### config.mk
export PLATFORM = sky130hd
export DESIGN_NAME = swrt_tail
export DESIGN_NICKNAME = d
export VERILOG_FILES = /design/src/verilog/swrt_tail.v /design/src/verilog/swrt_mode_dec.v
export VERILOG_INCLUDE_DIRS = /design/src /design/src/verilog
export SDC_FILE = /design/constraint.sdc
export NUM_CORES = 1
export LEC_CHECK = 0
export BUFFER_PORTS_ARGS = -buffer_cell sky130_fd_sc_hd__buf_2
export CORE_AREA = 2 2 133 135
export DETAILED_ROUTE_END_ITERATION = 16
export DIE_AREA = 0 0 135 137
export GPL_TIMING_DRIVEN = 0
export HOLD_SLACK_MARGIN = 0.12
export MAX_ROUTING_LAYER = met4
export PLACE_DENSITY = 0.75
export SETUP_SLACK_MARGIN = 0.05
export SLEW_MARGIN = 20
export SYNTH_ARGS = -nofsm -noshare
export SYNTH_HDL_FRONTEND = slang
export SYNTH_HIERARCHICAL = 1
export SYNTH_SLANG_ARGS = --single-unit
export TNS_END_PERCENT = 100
### constraint.sdc
create_clock -name clk_i -period 3.2 [get_ports clk_i]
set_clock_uncertainty 0.2 [all_clocks]
set_input_delay 0.64 -clock clk_i [delete_from_list [all_inputs] [get_ports clk_i]]
set_output_delay 0.64 -clock clk_i [all_outputs]
set_load 0.02 [all_outputs]
### src/verilog/swrt_consts.vh
// swrt_consts.vh: constants of the reset tail sequencer.
// assumes a 10 MHz core clock and a 32-bit plain register port.
`ifndef SWRT_CONSTS_VH
`define SWRT_CONSTS_VH

// =============================================================
// register offsets (byte addresses)
`define SWRT_OFF_SWITCH_CONTROL_REG     8'h00
`define SWRT_OFF_STATUS    8'h04
`define SWRT_OFF_PART_SEL  8'h08
`define SWRT_OFF_PART_CTL  8'h0c
`define SWRT_OFF_PORT_SEL  8'h10
`define SWRT_OFF_PORT_CTL  8'h14
`define SWRT_OFF_LRETRAIN  8'h18

// =============================================================
// switch control field positions
`define SWRT_BIT_HALT      0
`define SWRT_BIT_UNLOCK    1

// =============================================================
// partition state and port mode encodings
`define SWRT_PST_DIS       2'h0
`define SWRT_PST_ACT       2'h1
`define SWRT_PMD_DIS       3'h0
`define SWRT_PMD_DOWN      3'h1
`define SWRT_PMD_UP        3'h2
`define SWRT_PMD_UNATT     3'h5

// =============================================================
// switch mode values
`define SWRT_MD_SP         4'h0
`define SWRT_MD_SP_EE      4'h1
`define SWRT_MD_P0U        4'h8
`define SWRT_MD_P2U        4'h9
`define SWRT_MD_P0U_EE     4'ha
`define SWRT_MD_P2U_EE     4'hb
`define SWRT_MD_MP         4'hc
`define SWRT_MD_MP_EE      4'hd

// =============================================================
// timing in ms and the derived counts at 10 MHz (10000 cycles/ms)
`define SWRT_CFG_RDY_MS    100
`define SWRT_SUCC_MS       1000
`define SWRT_EE_MS         200
`define SWRT_CYC_PER_MS    10000

`endif

### src/verilog/swrt_tail.v
// swrt_tail.v: tail of the switch fundamental reset sequence.
// assumes srst_i is the switch fundamental reset and all inputs are
// synchronous to clk_i; eeprom loader and smbus reach the plain port.
`timescale 1ns/1ps
`include "swrt_consts.vh"

module swrt_tail #(
  parameter CFG_RDY_CYC = `SWRT_CFG_RDY_MS * `SWRT_CYC_PER_MS,
  parameter SUCC_CYC    = `SWRT_SUCC_MS * `SWRT_CYC_PER_MS,
  parameter EE_CYC      = `SWRT_EE_MS * `SWRT_CYC_PER_MS
) (
  input  wire        clk_i,
  input  wire        srst_i,
  input  wire [3:0]  switch_mode_select_i,
  input  wire        boot_halt_i,
  input  wire        ee_done_i,
  input  wire        ee_err_i,
  input  wire [7:0]  reg_addr_i,
  input  wire [31:0] reg_wdata_i,
  input  wire        reg_wr_i,
  input  wire        reg_rd_i,
  output reg  [31:0] reg_rdata_o,
  input  wire        cfg_req_i,
  input  wire        cfg_type0_i,
  output wire        cfg_retry_o,
  output wire        cfg_success_o,
  output wire        tlp_drop_o,
  output wire        fc_return_o,
  output reg  [15:0] link_retrain_o,
  output wire        normal_op_o,
  output wire        test_mode_o,
  output wire        ee_late_o
);

  // =============================================================
  // sequencer states, one-hot
  localparam [4:0] ST_LATCH = 5'h01;
  localparam [4:0] ST_EE    = 5'h02;
  localparam [4:0] ST_HALT  = 5'h04;
  localparam [4:0] ST_ULOCK = 5'h08;
  localparam [4:0] ST_RUN   = 5'h10;

  reg  [4:0]  st_q;
  reg  [4:0]  st_d;
  reg  [3:0]  mode_q;
  reg         halt_q;
  reg         unlock_q;
  reg  [3:0]  part_sel_q;
  reg  [3:0]  port_sel_q;
  reg  [1:0]  part_st_q [0:15];
  reg  [2:0]  port_md_q [0:15];
  reg  [23:0] tmr_q;
  reg         late_q;

  wire        normal;
  wire        multi;
  wire        ee;
  wire [1:0]  p0_st;
  wire [2:0]  p0_md;
  wire [2:0]  p2_md;
  wire [2:0]  ot_md;

  wire        wr_ctl  = reg_wr_i && (reg_addr_i == `SWRT_OFF_SWITCH_CONTROL_REG);
  wire        wr_pst  = reg_wr_i && (reg_addr_i == `SWRT_OFF_PART_CTL);
  wire        wr_pmd  = reg_wr_i && (reg_addr_i == `SWRT_OFF_PORT_CTL);
  wire        wr_lrt  = reg_wr_i && (reg_addr_i == `SWRT_OFF_LRETRAIN);
  wire        in_init = st_q[0] | st_q[1] | st_q[2] | st_q[3];
  // decode the strap itself in the latch cycle; mode_q is not yet loaded
  wire [3:0]  dec_mode = (st_q == ST_LATCH) ? switch_mode_select_i
                                            : mode_q;

  // =============================================================
  // mode decode
  swrt_mode_dec u_dec (
    .mode_i     (dec_mode),
    .normal_o   (normal),
    .multi_o    (multi),
    .ee_o       (ee),
    .part0_st_o (p0_st),
    .port0_md_o (p0_md),
    .port2_md_o (p2_md),
    .other_md_o (ot_md)
  );

  // =============================================================
  // sequencer next state
  always @* begin
    st_d = st_q;
    case (st_q)
      ST_LATCH: st_d = ee ? ST_EE : ST_HALT;
      ST_EE: begin
        if (ee_done_i || ee_err_i)
          st_d = ST_HALT;
      end
      ST_HALT: begin
        if (!halt_q)
          st_d = ST_ULOCK;
      end
      ST_ULOCK: st_d = ST_RUN;
      ST_RUN:   st_d = ST_RUN;
      default:  st_d = ST_LATCH;
    endcase
  end

  // =============================================================
  // mode latch and state; mode held until next reset
  always @(posedge clk_i) begin
    if (srst_i) begin
      st_q   <= ST_LATCH;
      mode_q <= 4'h0;
    end else begin
      st_q <= st_d;
      if (st_q == ST_LATCH)
        mode_q <= switch_mode_select_i;
    end
  end

  // =============================================================
  // switch control: halt and unlock flags
  // error set wins over a software clear in the same cycle
  always @(posedge clk_i) begin
    if (srst_i) begin
      halt_q   <= 1'b0;
      unlock_q <= 1'b0;
    end else begin
      if (st_q == ST_LATCH)
        halt_q <= boot_halt_i;
      else if (st_q == ST_EE && ee_err_i)
        halt_q <= 1'b1;
      else if (wr_ctl)
        halt_q <= reg_wdata_i[`SWRT_BIT_HALT];
      if (st_q == ST_ULOCK)
        unlock_q <= 1'b0;
      else if (wr_ctl)
        unlock_q <= reg_wdata_i[`SWRT_BIT_UNLOCK];
    end
  end

  // =============================================================
  // selectors for indexed partition and port access
  always @(posedge clk_i) begin
    if (srst_i) begin
      part_sel_q <= 4'h0;
      port_sel_q <= 4'h0;
    end else begin
      if (reg_wr_i && reg_addr_i == `SWRT_OFF_PART_SEL)
        part_sel_q <= reg_wdata_i[3:0];
      if (reg_wr_i && reg_addr_i == `SWRT_OFF_PORT_SEL)
        port_sel_q <= reg_wdata_i[3:0];
    end
  end

  // =============================================================
  // per-entry partition state and port mode storage
  genvar g;
  generate
    for (g = 0; g < 16; g = g + 1) begin : g_ent
      always @(posedge clk_i) begin
        if (srst_i) begin
          part_st_q[g] <= `SWRT_PST_DIS;
          port_md_q[g] <= `SWRT_PMD_DIS;
        end else if (st_q == ST_LATCH) begin
          // initial values applied from the decoded mode
          part_st_q[g] <= (g == 0) ? p0_st : `SWRT_PST_DIS;
          port_md_q[g] <= (g == 0) ? p0_md :
                          (g == 2) ? p2_md : ot_md;
        end else begin
          // only partition 0 writable unless multi-partition
          if (wr_pst && part_sel_q == g && (multi || g == 0))
            part_st_q[g] <= reg_wdata_i[1:0];
          if (wr_pmd && port_sel_q == g)
            port_md_q[g] <= reg_wdata_i[2:0];
        end
      end
    end
  endgenerate

  // =============================================================
  // retrain strobe fires in the cycle after the write
  always @(posedge clk_i) begin
    if (srst_i)
      link_retrain_o <= 16'h0000;
    else if (wr_lrt)
      link_retrain_o <= reg_wdata_i[15:0];
    else
      link_retrain_o <= 16'h0000;
  end

  // =============================================================
  // reset-to-ready timer; flags a late eeprom load
  always @(posedge clk_i) begin
    if (srst_i) begin
      tmr_q  <= 24'h000000;
      late_q <= 1'b0;
    end else begin
      if (tmr_q != 24'hffffff)
        tmr_q <= tmr_q + 24'h000001;
      if (st_q == ST_EE && tmr_q >= EE_CYC[23:0])
        late_q <= 1'b1;
    end
  end

  // =============================================================
  // configuration answers: retry while initialising, except non-type0 requests in halt are dropped with a credit return; never silent
  assign cfg_retry_o   = cfg_req_i && in_init &&
                         (cfg_type0_i || st_q != ST_HALT);
  assign cfg_success_o = cfg_req_i && !in_init;
  assign tlp_drop_o    = cfg_req_i && st_q == ST_HALT
                         && !cfg_type0_i;
  assign fc_return_o   = tlp_drop_o;
  assign normal_op_o   = st_q == ST_RUN;
  assign test_mode_o   = !normal;
  assign ee_late_o     = late_q;

  // =============================================================
  // read port, data one cycle after strobe; unmapped reads zero
  always @(posedge clk_i) begin
    if (srst_i)
      reg_rdata_o <= 32'h00000000;
    else if (reg_rd_i) begin
      case (reg_addr_i)
        `SWRT_OFF_SWITCH_CONTROL_REG:
          reg_rdata_o <= {30'h0, unlock_q, halt_q};
        `SWRT_OFF_STATUS:
          reg_rdata_o <= {19'h0, late_q, test_mode_o, multi, ee,
                          st_q, mode_q};
        `SWRT_OFF_PART_SEL: reg_rdata_o <= {28'h0, part_sel_q};
        `SWRT_OFF_PART_CTL:
          reg_rdata_o <= {30'h0, part_st_q[part_sel_q]};
        `SWRT_OFF_PORT_SEL: reg_rdata_o <= {28'h0, port_sel_q};
        `SWRT_OFF_PORT_CTL:
          reg_rdata_o <= {29'h0, port_md_q[port_sel_q]};
        default: reg_rdata_o <= 32'h00000000;
      endcase
    end else
      reg_rdata_o <= 32'h00000000;
  end

endmodule // swrt_tail

### src/verilog/swrt_mode_dec.v
// swrt_mode_dec.v: decodes the latched switch mode into initial values.
// assumes the mode input is already held stable by the caller.
`timescale 1ns/1ps
`include "swrt_consts.vh"

module swrt_mode_dec (
  input  wire [3:0]  mode_i,
  output reg         normal_o,
  output reg         multi_o,
  output reg         ee_o,
  output reg  [1:0]  part0_st_o,
  output reg  [2:0]  port0_md_o,
  output reg  [2:0]  port2_md_o,
  output reg  [2:0]  other_md_o
);

  // =============================================================
  // mode table; ee pairs share one entry
  always @* begin
    normal_o   = 1'b1;
    multi_o    = 1'b0;
    ee_o       = 1'b0;
    part0_st_o = `SWRT_PST_ACT;
    port0_md_o = `SWRT_PMD_UP;
    port2_md_o = `SWRT_PMD_DOWN;
    other_md_o = `SWRT_PMD_DOWN;
    case (mode_i)
      `SWRT_MD_SP, `SWRT_MD_SP_EE: begin
        ee_o = (mode_i == `SWRT_MD_SP_EE);
      end
      `SWRT_MD_P0U, `SWRT_MD_P0U_EE: begin
        ee_o       = (mode_i == `SWRT_MD_P0U_EE);
        port2_md_o = `SWRT_PMD_DIS;
      end
      `SWRT_MD_P2U, `SWRT_MD_P2U_EE: begin
        ee_o       = (mode_i == `SWRT_MD_P2U_EE);
        port0_md_o = `SWRT_PMD_DIS;
        port2_md_o = `SWRT_PMD_UP;
      end
      `SWRT_MD_MP, `SWRT_MD_MP_EE: begin
        ee_o       = (mode_i == `SWRT_MD_MP_EE);
        multi_o    = 1'b1;
        part0_st_o = `SWRT_PST_DIS;
        port0_md_o = `SWRT_PMD_UNATT;
        port2_md_o = `SWRT_PMD_UNATT;
        other_md_o = `SWRT_PMD_UNATT;
      end
      default: begin
        // test modes keep single-partition values
        normal_o = 1'b0;
      end
    endcase
  end

endmodule // swrt_mode_dec

==> metrics.md <==
| Metric | Value |
|---|---|
| Ys flop type | dfxtp_1 |
| Status | finished clean |
| Worst skew pair latency | 0.43 ns |
| Buffers on Ports | 70 |
| Startpoint type of the worst setup path | flip-flop |
| Die Wd | 135 µm |
| Placer Congestion | 0.957 |
| All-Layer GR Usage | 21.2% |
| First-pass GRT wire length | 28,900 µm |
| Post-DRT Antenna Nets | 0 |
| Mean post-synth cell area | 10.4 µm² |
| Worst Setup Path Type | reg -> out |
| RSZ-0062 raised after global routing | no |
| Fin nets | 892 |
| CP cell instances | nor2_4, and3_4, nand2_1, nand2_1, inv_1, maj3_1, inv_1, buf_2 |
| Max Buffers Root-to-Sink | 2 |
| Distinct cells, synth | 60 |
| Reg power frac | 46.3% |
| Fillers | 1,513 |
| Final hold vios | 0 |
| Num rows | 48 |
| CP max FO | 8 |
| Layout cells sized above 1 | 20.7% |
| Mapped Cells | 728 |
| Iteration-0 DRC count of the detailed router | 643 |
| Final WL | 18,500 µm |
| Fmax | 328 MHz |
| Pint | 0.00455 W |
| Die ar. | 18,500 µm² |
| Area Growth Syn to Fin | 17.9% |
| Max-Cap Viols | 0 |
| Worst Hold Slack | 0.202 ns |
| Core Util, Final | 52.5% |
| Via-to-Cell Ratio | 5.51 |
| Sequential fraction of the synthesis area | 53.0% |
| Peak VDD IR | 0.377 mV |
| Post-CTS Hold Fix Bufs | 0 |
| Area of the multi-input gates | 3270 µm² |
| Antenna violations before repair | 1 |
| Flop-to-flop setup slack | 0.25 ns |
| Crit share post-route | 95.2% |
| Max-slew violations | 0 |
| CP bufs+invs | 3 |
| Final Non-Filler Cells | 1,076 |
| Switching power | 0.00184 W |
| Boundary Pins | 108 |
| Comb pwr share | 21.1% |
| Final HPWL DP | 13,400 µm |
| CTS tree | done |
| Clk pwr share | 32.5% |
| Delay-heaviest family, CP | simple AND/OR/NAND/NOR gates |
| Synth Cell Area | 7590 µm² |
| Register area | 4020 µm² |
| Clock Pin Slew Worst Setup and Hold Paths | 0.06 ns |
| Die Y | 137 µm |
| Crit-path max cell delay | 0.39 ns |
| Worst Hold Class | in -> reg |
| Slew @ Worst Pin | 0.819 ns |
| Vias in the first global route | 5,643 |
| EDFF count, synth | 80 |
| CTS root buffer | clkbuf_16 |
| Grt ovf | 0 |
| DR WL/cell | 17.2 µm |
| Sw frac | 28.8% |
| Starting Density | 44.5% |
| Synth Register Bits | 161 |
| Final WS setup | 0.154 ns |
| Warnings from Yosys | 6 |
| H-tree levels | 4 |
| First-pass DRT Iterations | 6 |
| Synth top area share | 31.6% |
| Yosys top cell by area | edfxtp_1 |
| CORE AREA | 17,100 µm² |
| CP max-delay cell | dfxtp_1 |
| Worst path required time | 2.36 ns |
| Kind of end point of the critical path | output pin |
| Synth top area cells | edfxtp_1, dfxtp_1, mux4_2 |
| Setup violations, final | 0 |
| Power Density | 714 nW/µm² |
| CP arrival | 2.21 ns |
| Largest net degree at the start of global routing | 17 |
| Vias | 5,926 |
| Slew Limit Headroom | 45.3% |
| Clock buffer count from CTS | 17 |
| CTS Sinks | 161 |
| Residual DRC | 0 |
| Dpl ws | -0.433 ns |
| Leak | 3.43 nW |
| Minimum clock period | 3.05 ns |
| Placed Cells | 1,042 |
| Ys async rst share | 0% |
-- worst register-to-register path, delay by kind of cell (launching register included) --
family	cells	cell delay [ns]
AOI/OAI and AO/OA	2	0.91
and+or+nand+nor	2	0.55
DFF	1	0.51
buffers and inverters	1	0.45
-- placed cells by master (no fill, tap or decap), types with 4 or more instances in the layout --
master,instances
or4_1,6
o21ai_0,73
nand3_1,17
mux2i_1,19
mux2_2,6
xnor2_1,9
nand3b_1,6
edfxtp_1,80
o31ai_1,6
buf_2,75
nor2_1,66
nand4_1,18
nor2b_1,10
clkbuf_16,17
buf_4,27
mux4_2,19
a21oi_1,14
and3b_1,4
clkbuf_1,33
nor3_1,14
conb_1,22
dfxtp_1,81
a31oi_1,7
nor4_1,7
a211oi_1,4
nand2_1,64
or3_1,9
a22oi_1,4
inv_1,11
o21ai_1,12
and3_1,11
and2_1,29
-- what timing repair did --
item,in CTS,in global routing
endpoints found under the setup margin,34,49
hold endpoints to repair,0,0
buffers inserted,0,2
pin swaps,0,1
gates resized for setup,9,13
-- per-layer routing --
metal	part of all wire [%]	GRT usage, %	routed length, µm	vias to the layer above
met2	50	34.9	9200	221
met3	5.4	3.41	1010	46
met1	42	25.8	7760	2818
li1	-	-	-	2841
met4	3.1	10.1	575	0
met5	0	-	0	-
-- synthesized netlist by cell type (all sizes together), types with 7 or more instances --
master   n
a21oi   14
xnor2    9
dfxtp   81
clkbuf  34
nor2b   10
a31oi    8
mux4    19
edfxtp  80
nor2    68
and3    13
mux2     8
nor4     7
nor3    15
and3b    8
mux2i   19
nand4   18
nand2   65
inv     11
o21ai   85
or3      9
buf     34
and2    30
nand3   18
-- per-stage QoR --
step           area (µm²)  TNS (ns)  power [W]
2_1_floorplan        7670         0    0.00384
3_3_place_gp         8300    -11.83    0.00419
3_5_place_dp         8300    -13.59    0.00426
4_1_cts              8900   -0.0126    0.00632
5_1_grt              8950         0    0.00665
6_report             8950         0    0.00639
-- power groups by stage --
stage,clock network (W),logic (W),registers [W]
final,0.00208,0.00135,0.00296
after global routing,0.00217,0.00147,0.00301
after CTS,0.00210,0.00127,0.00295
after detailed placement,0,0.00126,0.00300
after global placement,0,0.00123,0.00297
after floorplan,0,0.000934,0.00291
-- worst paths after layout --
kind / startpoint / end / cells after the start
worst min register to register: tmr_q[6] / tmr_q[6] / 2
worst max register to register: st_q[1] / port_md_q[10][2] / 5
worst max-delay path: st_q[2] / test_mode_o / 8
worst min-delay path: reg_wdata_i[7] / link_retrain_o[7] / 2
-- cell type report --
type,count,area share (%)
Sequential cell,161,44.9
Multi-Input combinational cell,507,36.5
Clock buffer,19,4.95
Buffer,67,4.11
Timing Repair Buffer,72,4.08
Tap cell,225,3.14
Clock inverter,13,1.76
Inverter,11,0.461
Antenna cell,1,0.0279
-- flip-flops by register name (all words and copies together), names as in the netlist, named ones only --
register and flops:
port_md_q 48, part_st_q 32, tmr_q 24, link_retrain_o 16
reg_rdata_o 13, st_q 5, mode_q 4, part_sel_q 4
port_sel_q 4, ee_late_o 1, halt_q 1, unlock_q 1
-- logic make-up after synthesis --
family          share of synthesized area [%]
buf+inv                                  5.44
compound gates                           10.4
xor+xnor                                 1.38
fa+ha+maj                               0.461
flops                                    53.0
simple gates                             19.9
other cells                             0.148
mux                                      9.32
(Power assumes the default switching activity.)
